<file path="src/common/spd_defs.vh">
`ifndef SPD_DEFS_VH
`define SPD_DEFS_VH

// Register space window and page values
`define SPD_SPACE_BASE      8'h80
`define SPD_PAGE_ZERO       8'h00
`define SPD_PAGE_HIGH       8'h0f
`define SPD_PAGE_RESET      8'h00
`define SPD_REG_RESET       8'h00

// Addresses decoded on every page
`define SPD_ADDR_PAGE_SEL   8'ha7
`define SPD_ADDR_EIE_ONE    8'he6

// Page-dependent addresses
`define SPD_ADDR_CONV       8'hba
`define SPD_ADDR_PORT0      8'ha4
`define SPD_ADDR_PORT1      8'ha5
`define SPD_ADDR_DCDC       8'h96

// Target selector indices
`define SPD_SEL_NONE        4'h0
`define SPD_SEL_PAGE        4'h1
`define SPD_SEL_EIE_ONE     4'h2
`define SPD_SEL_ACCUM_CFG   4'h3
`define SPD_SEL_BURST_PWR   4'h4
`define SPD_SEL_P0_MODE     4'h5
`define SPD_SEL_P0_DRIVE    4'h6
`define SPD_SEL_P1_MODE     4'h7
`define SPD_SEL_P1_DRIVE    4'h8
`define SPD_SEL_DCDC_CFG    4'h9
`define SPD_SEL_CRC_AUTO    4'ha
`define SPD_NUM_TARGETS     11

// Reserved read value
`define SPD_RSVD_DATA       8'h00

`endif

</file>
<file path="src/hw/spd_bit_mask.v">
`timescale 1ns/1ps
`default_nettype none

// Byte or single-bit write merge for one target
module spd_bit_mask (
  // Access control
  input  wire       bit_mode_i,
  input  wire [2:0] bit_pos_i,
  input  wire       bit_val_i,
  // Data
  input  wire [7:0] old_data_i,
  input  wire [7:0] wr_data_i,
  output reg  [7:0] new_data_o
);

  // Replace one bit or the whole byte
  always @* begin
    new_data_o = wr_data_i;
    if (bit_mode_i) begin
      new_data_o            = old_data_i;
      new_data_o[bit_pos_i] = bit_val_i;
    end
  end

endmodule
`default_nettype wire

</file>
<file path="src/hw/spd_decoder.v">
// Overview of operation
// - Page-select register, 8 bits, read/write at 0xA7 on every page.
// - Page-select value chooses the page reached by accesses to paged addresses.
// - Unmapped addresses are reserved; reads return zero, writes do nothing.
// - 0xBA reaches accumulator config on page 0, burst power-up on 0xF.
// - 0xA4 reaches port 0 output mode on page 0, drive on 0xF.
// - 0xA5 reaches port 1 output mode on page 0, drive on 0xF.
// - 0x96 reaches dc-dc config on page 0, CRC auto control on 0xF.
// - All-page registers like ext irq enable one decode on any page.
// - Page select resets to zero so accesses start on page 0.
// - Addresses from 0x80 up ending 0x0 or 0x8 allow bit access; others byte only.
`timescale 1ns/1ps
`default_nettype none
`include "spd_defs.vh"

module spd_decoder (
  // Clock and reset
  input  wire        clk_i,
  input  wire        sys_rst_i,
  // Core access port
  input  wire [7:0]  addr_i,
  input  wire        rd_i,
  input  wire        wr_i,
  input  wire [7:0]  wr_data_i,
  input  wire        bit_mode_i,
  input  wire [2:0]  bit_pos_i,
  input  wire        bit_val_i,
  output reg  [7:0]  rd_data_o,
  output reg         rd_valid_o,
  output wire        bit_refused_o,
  // Page select and all-page contents
  output wire [7:0]  register_page_select_o,
  output wire [7:0]  ext_irq_enable_one_o,
  // Converter contents
  output wire [7:0]  converter_accum_config_o,
  output wire [7:0]  converter_burst_powerup_time_o,
  // Port contents
  output wire [7:0]  port_zero_output_mode_o,
  output wire [7:0]  port_zero_drive_strength_o,
  output wire [7:0]  port_one_output_mode_o,
  output wire [7:0]  port_one_drive_strength_o,
  // Supply and checksum contents
  output wire [7:0]  dcdc_config_o,
  output wire [7:0]  crc_auto_control_o
);

  // Pick the page-zero or page-high target of a paged address
  function [3:0] pick_page;
    input [7:0] page;
    input [3:0] low_sel;
    input [3:0] high_sel;
    begin
      pick_page = `SPD_SEL_NONE;
      if (page == `SPD_PAGE_ZERO) begin
        pick_page = low_sel;
      end else if (page == `SPD_PAGE_HIGH) begin
        pick_page = high_sel;
      end
    end
  endfunction

  // Map address and page to a target index
  function [3:0] target_of;
    input [7:0] addr;
    input [7:0] page;
    begin
      case (addr)
        // Page select is reached the same way on every page
        `SPD_ADDR_PAGE_SEL: target_of = `SPD_SEL_PAGE;
        // All-page registers ignore the page value
        `SPD_ADDR_EIE_ONE:  target_of = `SPD_SEL_EIE_ONE;
        // Accumulator setup or burst power-up time
        `SPD_ADDR_CONV:
          target_of = pick_page(page, `SPD_SEL_ACCUM_CFG,
                                `SPD_SEL_BURST_PWR);
        // Port 0 output mode or drive strength
        `SPD_ADDR_PORT0:
          target_of = pick_page(page, `SPD_SEL_P0_MODE,
                                `SPD_SEL_P0_DRIVE);
        // Port 1 output mode or drive strength
        `SPD_ADDR_PORT1:
          target_of = pick_page(page, `SPD_SEL_P1_MODE,
                                `SPD_SEL_P1_DRIVE);
        // Supply converter setup or checksum automatic control
        `SPD_ADDR_DCDC:
          target_of = pick_page(page, `SPD_SEL_DCDC_CFG,
                                `SPD_SEL_CRC_AUTO);
        // Unmapped addresses, and paged ones on other pages, are reserved
        default:
          target_of = `SPD_SEL_NONE;
      endcase
    end
  endfunction

  // Bit access allowed only at column 0 or 8
  function bit_ok;
    input [7:0] addr;
    begin
      bit_ok = (addr[2:0] == 3'h0) && (addr >= `SPD_SPACE_BASE);
    end
  endfunction

  // Decode state of the current access
  wire [7:0]                  regs [0:`SPD_NUM_TARGETS-1];
  wire [`SPD_NUM_TARGETS-1:1] wr_sel;
  wire [3:0]                  target;
  wire [7:0]                  cur_data;
  wire [7:0]                  merged;
  wire                        bit_ok_now;
  wire                        wr_legal;
  wire                        rd_hit;
  reg  [7:0]                  page_sel;
  reg  [7:0]                  next_rd_data;

  // Current page steers the decode of paged addresses
  // The decode never yields an index past the last target, so the
  // read of the byte array below stays inside its bounds
  assign target        = target_of(addr_i, page_sel);
  assign cur_data      = regs[target];
  assign bit_ok_now    = bit_ok(addr_i);
  assign bit_refused_o = bit_mode_i && (rd_i || wr_i) && !bit_ok_now;

  // Write qualification shared by every target
  // A refused bit write must leave every byte alone, so the strobe
  // is cut here once instead of in each storage byte
  assign wr_legal = wr_i && (!bit_mode_i || bit_ok_now);
  assign rd_hit   = (target != `SPD_SEL_NONE);

  // Merge single-bit writes
  spd_bit_mask u_mask (
    .bit_mode_i (bit_mode_i),
    .bit_pos_i  (bit_pos_i),
    .bit_val_i  (bit_val_i),
    .old_data_i (cur_data),
    .wr_data_i  (wr_data_i),
    .new_data_o (merged)
  );

  // One write strobe per target, at most one high in a cycle
  genvar gi;
  generate
    for (gi = `SPD_SEL_PAGE; gi < `SPD_NUM_TARGETS; gi = gi + 1) begin : g_sel
      assign wr_sel[gi] = wr_legal && ({28'h0000000, target} == gi);
    end
  endgenerate

  // Page select; cleared by reset so the core starts on page zero
  // A new page takes effect from the access after the write
  always @(posedge clk_i or posedge sys_rst_i) begin
    if (sys_rst_i) begin
      page_sel <= `SPD_PAGE_RESET;
    end else if (wr_sel[`SPD_SEL_PAGE]) begin
      page_sel <= merged;
    end
  end

  // Reserved slot has no storage and reads as the filler byte
  assign regs[`SPD_SEL_NONE] = `SPD_RSVD_DATA;
  assign regs[`SPD_SEL_PAGE] = page_sel;

  // One storage byte per peripheral target; each has its own process
  generate
    for (gi = `SPD_SEL_EIE_ONE; gi < `SPD_NUM_TARGETS; gi = gi + 1) begin : g_r
      reg [7:0] slot_q;
      // Holds its byte until its own strobe fires
      always @(posedge clk_i or posedge sys_rst_i) begin
        if (sys_rst_i) begin
          slot_q <= `SPD_REG_RESET;
        end else if (wr_sel[gi]) begin
          slot_q <= merged;
        end
      end
      assign regs[gi] = slot_q;
    end
  endgenerate

  // Byte that a read in this cycle captures
  always @* begin
    next_rd_data = `SPD_RSVD_DATA;
    if (rd_hit) begin
      next_rd_data = cur_data;
    end
  end

  // Registered read data
  // A read beside a write to the same byte returns the old byte,
  // since both sample the storage before the edge updates it
  always @(posedge clk_i or posedge sys_rst_i) begin
    if (sys_rst_i) begin
      rd_data_o  <= `SPD_RSVD_DATA;
      rd_valid_o <= 1'b0;
    end else begin
      rd_valid_o <= rd_i;
      if (rd_i) begin
        rd_data_o <= next_rd_data;
      end
    end
  end

  // Page select and all-page contents
  assign register_page_select_o         = regs[`SPD_SEL_PAGE];
  assign ext_irq_enable_one_o           = regs[`SPD_SEL_EIE_ONE];
  // Paged contents, one byte per address on page 0 and on page 0xF
  assign converter_accum_config_o       = regs[`SPD_SEL_ACCUM_CFG];
  assign converter_burst_powerup_time_o = regs[`SPD_SEL_BURST_PWR];
  assign port_zero_output_mode_o        = regs[`SPD_SEL_P0_MODE];
  assign port_zero_drive_strength_o     = regs[`SPD_SEL_P0_DRIVE];
  assign port_one_output_mode_o         = regs[`SPD_SEL_P1_MODE];
  assign port_one_drive_strength_o      = regs[`SPD_SEL_P1_DRIVE];
  assign dcdc_config_o                  = regs[`SPD_SEL_DCDC_CFG];
  assign crc_auto_control_o             = regs[`SPD_SEL_CRC_AUTO];

endmodule
`default_nettype wire
</file>
<file path="config.mk">
export PLATFORM = sky130hd
export DESIGN_NAME = spd_decoder
export DESIGN_NICKNAME = d
export VERILOG_FILES = /design/src/hw/spd_bit_mask.v /design/src/hw/spd_decoder.v
export VERILOG_INCLUDE_DIRS = /design/src /design/src/common
export SDC_FILE = /design/constraint.sdc
export NUM_CORES = 1
export LEC_CHECK = 0
export BUFFER_PORTS_ARGS = -buffer_cell sky130_fd_sc_hd__clkbuf_2
export CAP_MARGIN = 5
export CELL_PAD_IN_SITES_DETAIL_PLACEMENT = 2
export CELL_PAD_IN_SITES_GLOBAL_PLACEMENT = 2
export CORE_MARGIN = 8
export CORE_UTILIZATION = 34
export CTS_BUF_LIST = sky130_fd_sc_hd__clkbuf_8 sky130_fd_sc_hd__clkbuf_16
export DETAILED_ROUTE_END_ITERATION = 6
export GPL_TIMING_DRIVEN = 0
export PLACE_DENSITY_LB_ADDON = 0.1
export SYNTH_ARGS = -nofsm -noshare
export SYNTH_HDL_FRONTEND = slang
export SYNTH_SLANG_ARGS = --single-unit
export TNS_END_PERCENT = 20
</file>
<file path="constraint.sdc">
create_clock -name clk_i -period 3.6 [get_ports clk_i]
set_input_delay 1.08 -clock clk_i [delete_from_list [all_inputs] [get_ports clk_i]]
set_output_delay 1.08 -clock clk_i [all_outputs]
set_load 0.03 [all_outputs]
</file>
==> flow_summary.ini <==
[synth]
syn-num-nets = 382
ys.warnings.count = 0
ys_top_cells_by_area = dfrtp_1 50%, mux2_2 21%, mux2i_1 6.5%
synth_cell_types = 50
syn_area_per_cell_sq_um = 12.4
ys_ff_latch = 89
synth_top_cell_area_share_pct = 50.2
synth-seq-area-share_pct = 50.2
syn_inst = 357
netlist.top_cell.by_area = dfrtp_1
netlist_area_sq_mm = 0.00443

[sta]
finalClockSkew_ps = 8.18
maxSlewViolCount = 0
worst_pin_slew_ps = 968
hold_viol = 0
finalSetupTns_ps = 0
rsz0062_at_grt = false
fin_crit_ps = 3420
setup_violations = 0
slew_headroom_pct = 35.2
max_freq_mhz = 292
min_period_over_period_pct = 95.0

[cells_and_area]
utilization_pct = 44.2
nNetsFinal = 508
areaGrowthSynthToFinish_pct = 26.2
fin_cells = 660
antennaDiodeCount = 0
fillers = 1317
drive_gt1_share_pct = 49.2

[global_route]
grt_pass1_wl_um = 23200
grt_pass1_vias = 3930
antenna_found_initial = 0
grt-busiest-layer = met2
grt_max_degree = 68
use_met2_pct = 31.9
grtUsageMet3_pct = 3.22
gr-usage-all-layers_pct = 18.5
grt_util_met1_pct = 22.4
gr-total-overflow = 0

[critical_path]
cpLargestDelayFamily = simple AND/OR/NAND/NOR gates
worstPathCellList = clkbuf_2, nand4bb_1, nor4_2, a32oi_1, or3_1, buf_6, nor3_4, mux2_2
cp.required_ps = 3830
path_class = input pin to flip-flop
path_buf_inv = 2
slowest_delay_ps = 450
cp_slowest_cell = nor3_4
path_max_fanout = 10
worstPathArrival_ps = 3650
start_kind = input pin
critPathCaptureType = flip-flop

[routing]
ant_nets = 0
viasPerCell = 5.25
drc_errors = 0
vias = 3465
wire_per_inst_um = 23.1
wl_um = 15200
first_pass_iters = 4
drt_iter0_drc = 82

[power]
powerDensity_mw_per_mm2 = 402
p_sw_uw = 564
clkPwrFrac_pct = 45.3
netSwitchingFraction_pct = 25.1
power_uw = 2250
p_int_uw = 1690
comb_power_share_pct = 8.8
leakagePower_uw = 0.00292
seqPwrFrac_pct = 45.9
ir_drop_uv = 200

[clock_tree]
cts_buffers = 9
clockBufferDepth = 2
cts_tree = done
clkLatencyLatePin_ps = 340
root_buffer = clkbuf_16
cts_max_level = 3
cts.clk_slew.worst_paths_ps = 70
postCtsHoldBufs = 0
cts.sink_count = 89

[floorplan]
start_util_pct = 35.0
io_pins = 115
core_area_sq_mm = 0.0127
die_area_sq_mm = 0.0170
rows = 41
fp.dieH_um = 130
die_width_um = 130

[placed_design]
numPortBuffers = 113
place_inst = 643
gp_congestion = 0.773
dp_hpwl_um = 11500

[flow_run]
drv_cap = 0

[hold_path]
holdCritPathClass = flip-flop to flip-flop

[status]
status = finished clean
## registers in the layout, indices dropped and copies added, names as in the netlist
| signal | count |
|---|---|
| crc_auto_control_o | 8 |
| port_zero_drive_strength_o | 8 |
| converter_accum_config_o | 8 |
| dcdc_config_o | 8 |
| register_page_select_o | 8 |
| rd_data_o | 8 |
| converter_burst_powerup_time_o | 8 |
| port_one_output_mode_o | 8 |
| ext_irq_enable_one_o | 8 |
| port_zero_output_mode_o | 8 |
| rd_valid_o | 1 |
| port_one_drive_strength_o | 8 |
## cells by family (layout without fill, tap and decap cells)
family                 count (synthesis)  after routing  share of synthesized area, %
AND/OR/NAND/NOR                       87             87                          11.7
buffers and inverters                 24            155                          2.34
multiplexers                         114            114                          28.1
flip-flops                            89             89                          50.2
AO/OA/AOI/OAI                         43             43                          7.65
## placed cells by master (no fill, tap or decap), types with 2 or more instances in the layout
| cell | n |
|---|---|
| nor2_1 | 18 |
| a22o_1 | 2 |
| a211oi_1 | 3 |
| clkbuf_16 | 9 |
| inv_1 | 5 |
| o21ai_0 | 3 |
| o221ai_1 | 6 |
| clkinv_2 | 2 |
| nand2b_1 | 9 |
| nor3_4 | 3 |
| mux2_1 | 2 |
| nor2b_1 | 10 |
| o21a_1 | 3 |
| a31oi_1 | 2 |
| clkbuf_2 | 113 |
| nor2_2 | 2 |
| nand3b_1 | 3 |
| bufinv_16 | 2 |
| clkinv_4 | 2 |
| nor3_1 | 12 |
| a22oi_1 | 4 |
| mux2i_1 | 29 |
| or3_1 | 3 |
| nand2_1 | 9 |
| buf_2 | 5 |
| o22ai_1 | 3 |
| o221a_2 | 4 |
| dfrtp_1 | 89 |
| nand3_1 | 7 |
| mux2_2 | 83 |
| clkbuf_1 | 5 |
| buf_1 | 7 |
## metal layers
metal / share of wire [%] / vias up / wire length (um)
met5: 0 / - / 0
met4: 1.9 / 0 / 291
met3: 4.3 / 17 / 650
met2: 51 / 84 / 7730
met1: 43 / 1783 / 6560
li1: - / 1581 / -
## area by class of cell
type | count | area (sq um) | area share (%)
clock inverters | 7 | 95.1 | 1.70
clock buffers | 9 | 225 | 4.02
well taps | 172 | 215 | 3.85
repair buffers | 115 | 601 | 10.7
flip-flops and latches | 89 | 2230 | 39.8
plain buffers | 18 | 81.3 | 1.45
multi-input cells | 244 | 2130 | 38.0
inverters | 6 | 25.0 | 0.447
## tightest hold or removal path: cells and delay by family (launching register included)
family / cells / cell delay (ps)
flip-flops: 1 / 360
AND/OR/NAND/NOR: 1 / 60
AO/OA/AOI/OAI: 1 / 60
## per-stage QoR
stage | hold WS, ps | setup slack (ps) | area (sq um)
after floorplan | 668 | 213 | 4430
after global placement | 503 | -907 | 5220
after detailed placement | 520 | -439 | 5250
after CTS | 536 | 12.0 | 5570
after global routing | 554 | 9.80 | 5600
final | 521 | 180 | 5600
## final timing paths
check,cells after the start,slack [ps],end,start
worst max-delay path,8,180,port_one_drive_strength_o[2],addr_i[4]
worst min-delay path,2,520,rd_data_o[7],rd_data_o[7]
worst max register to register,7,550,port_one_drive_strength_o[2],register_page_select_o[4]
worst min register to register,2,520,rd_data_o[7],rd_data_o[7]
max in group asynchronous,3,2250,register_page_select_o[1],sys_rst_i
min in group asynchronous,2,690,converter_burst_powerup_time_o[4],sys_rst_i
## Yosys cell counts, drive strengths merged
cell type and number:
o31ai 2, inv 6, a2111oi 1, o31a 1, a211oi 3, o22ai 4, nand4bb 1, dfrtp 89
or4 2, o211ai 1, nor2 20, o21a 3, a31o 1, mux2i 29, nand3b 3, a31oi 2
nand2b 9, buf 13, a22oi 4, o221ai 6, o21ai 4, a22o 2, or2 1, o221a 4
nor3 16, nor4 2, nor2b 10, or3 3, nand4 1, a32oi 1, or3b 1, a221o 1
mux2 85, a21oi 2, nand3 7, clkbuf 5, o32a 1, nand2 9, and2 1, nor4bb 1
## power by group through the flow
stage | Clock [uW] | Combinational [uW] | Sequential (uW)
final | 1020 | 198 | 1030
after global routing | 1070 | 216 | 1040
after CTS | 1040 | 201 | 1030
after detailed placement | 0 | 199 | 1050
after global placement | 0 | 190 | 1050
after floorplan | 0 | 90.6 | 1080
## what timing repair did
item | in CTS | in global routing
endpoints found under the setup margin | 10 | 23
hold endpoints to repair | 0 | 0
pin swaps | 0 | 1
resized for setup | 1 | 3
setup buffers | 0 | 1
No activity file was read; power rests on OpenSTA's default activity.
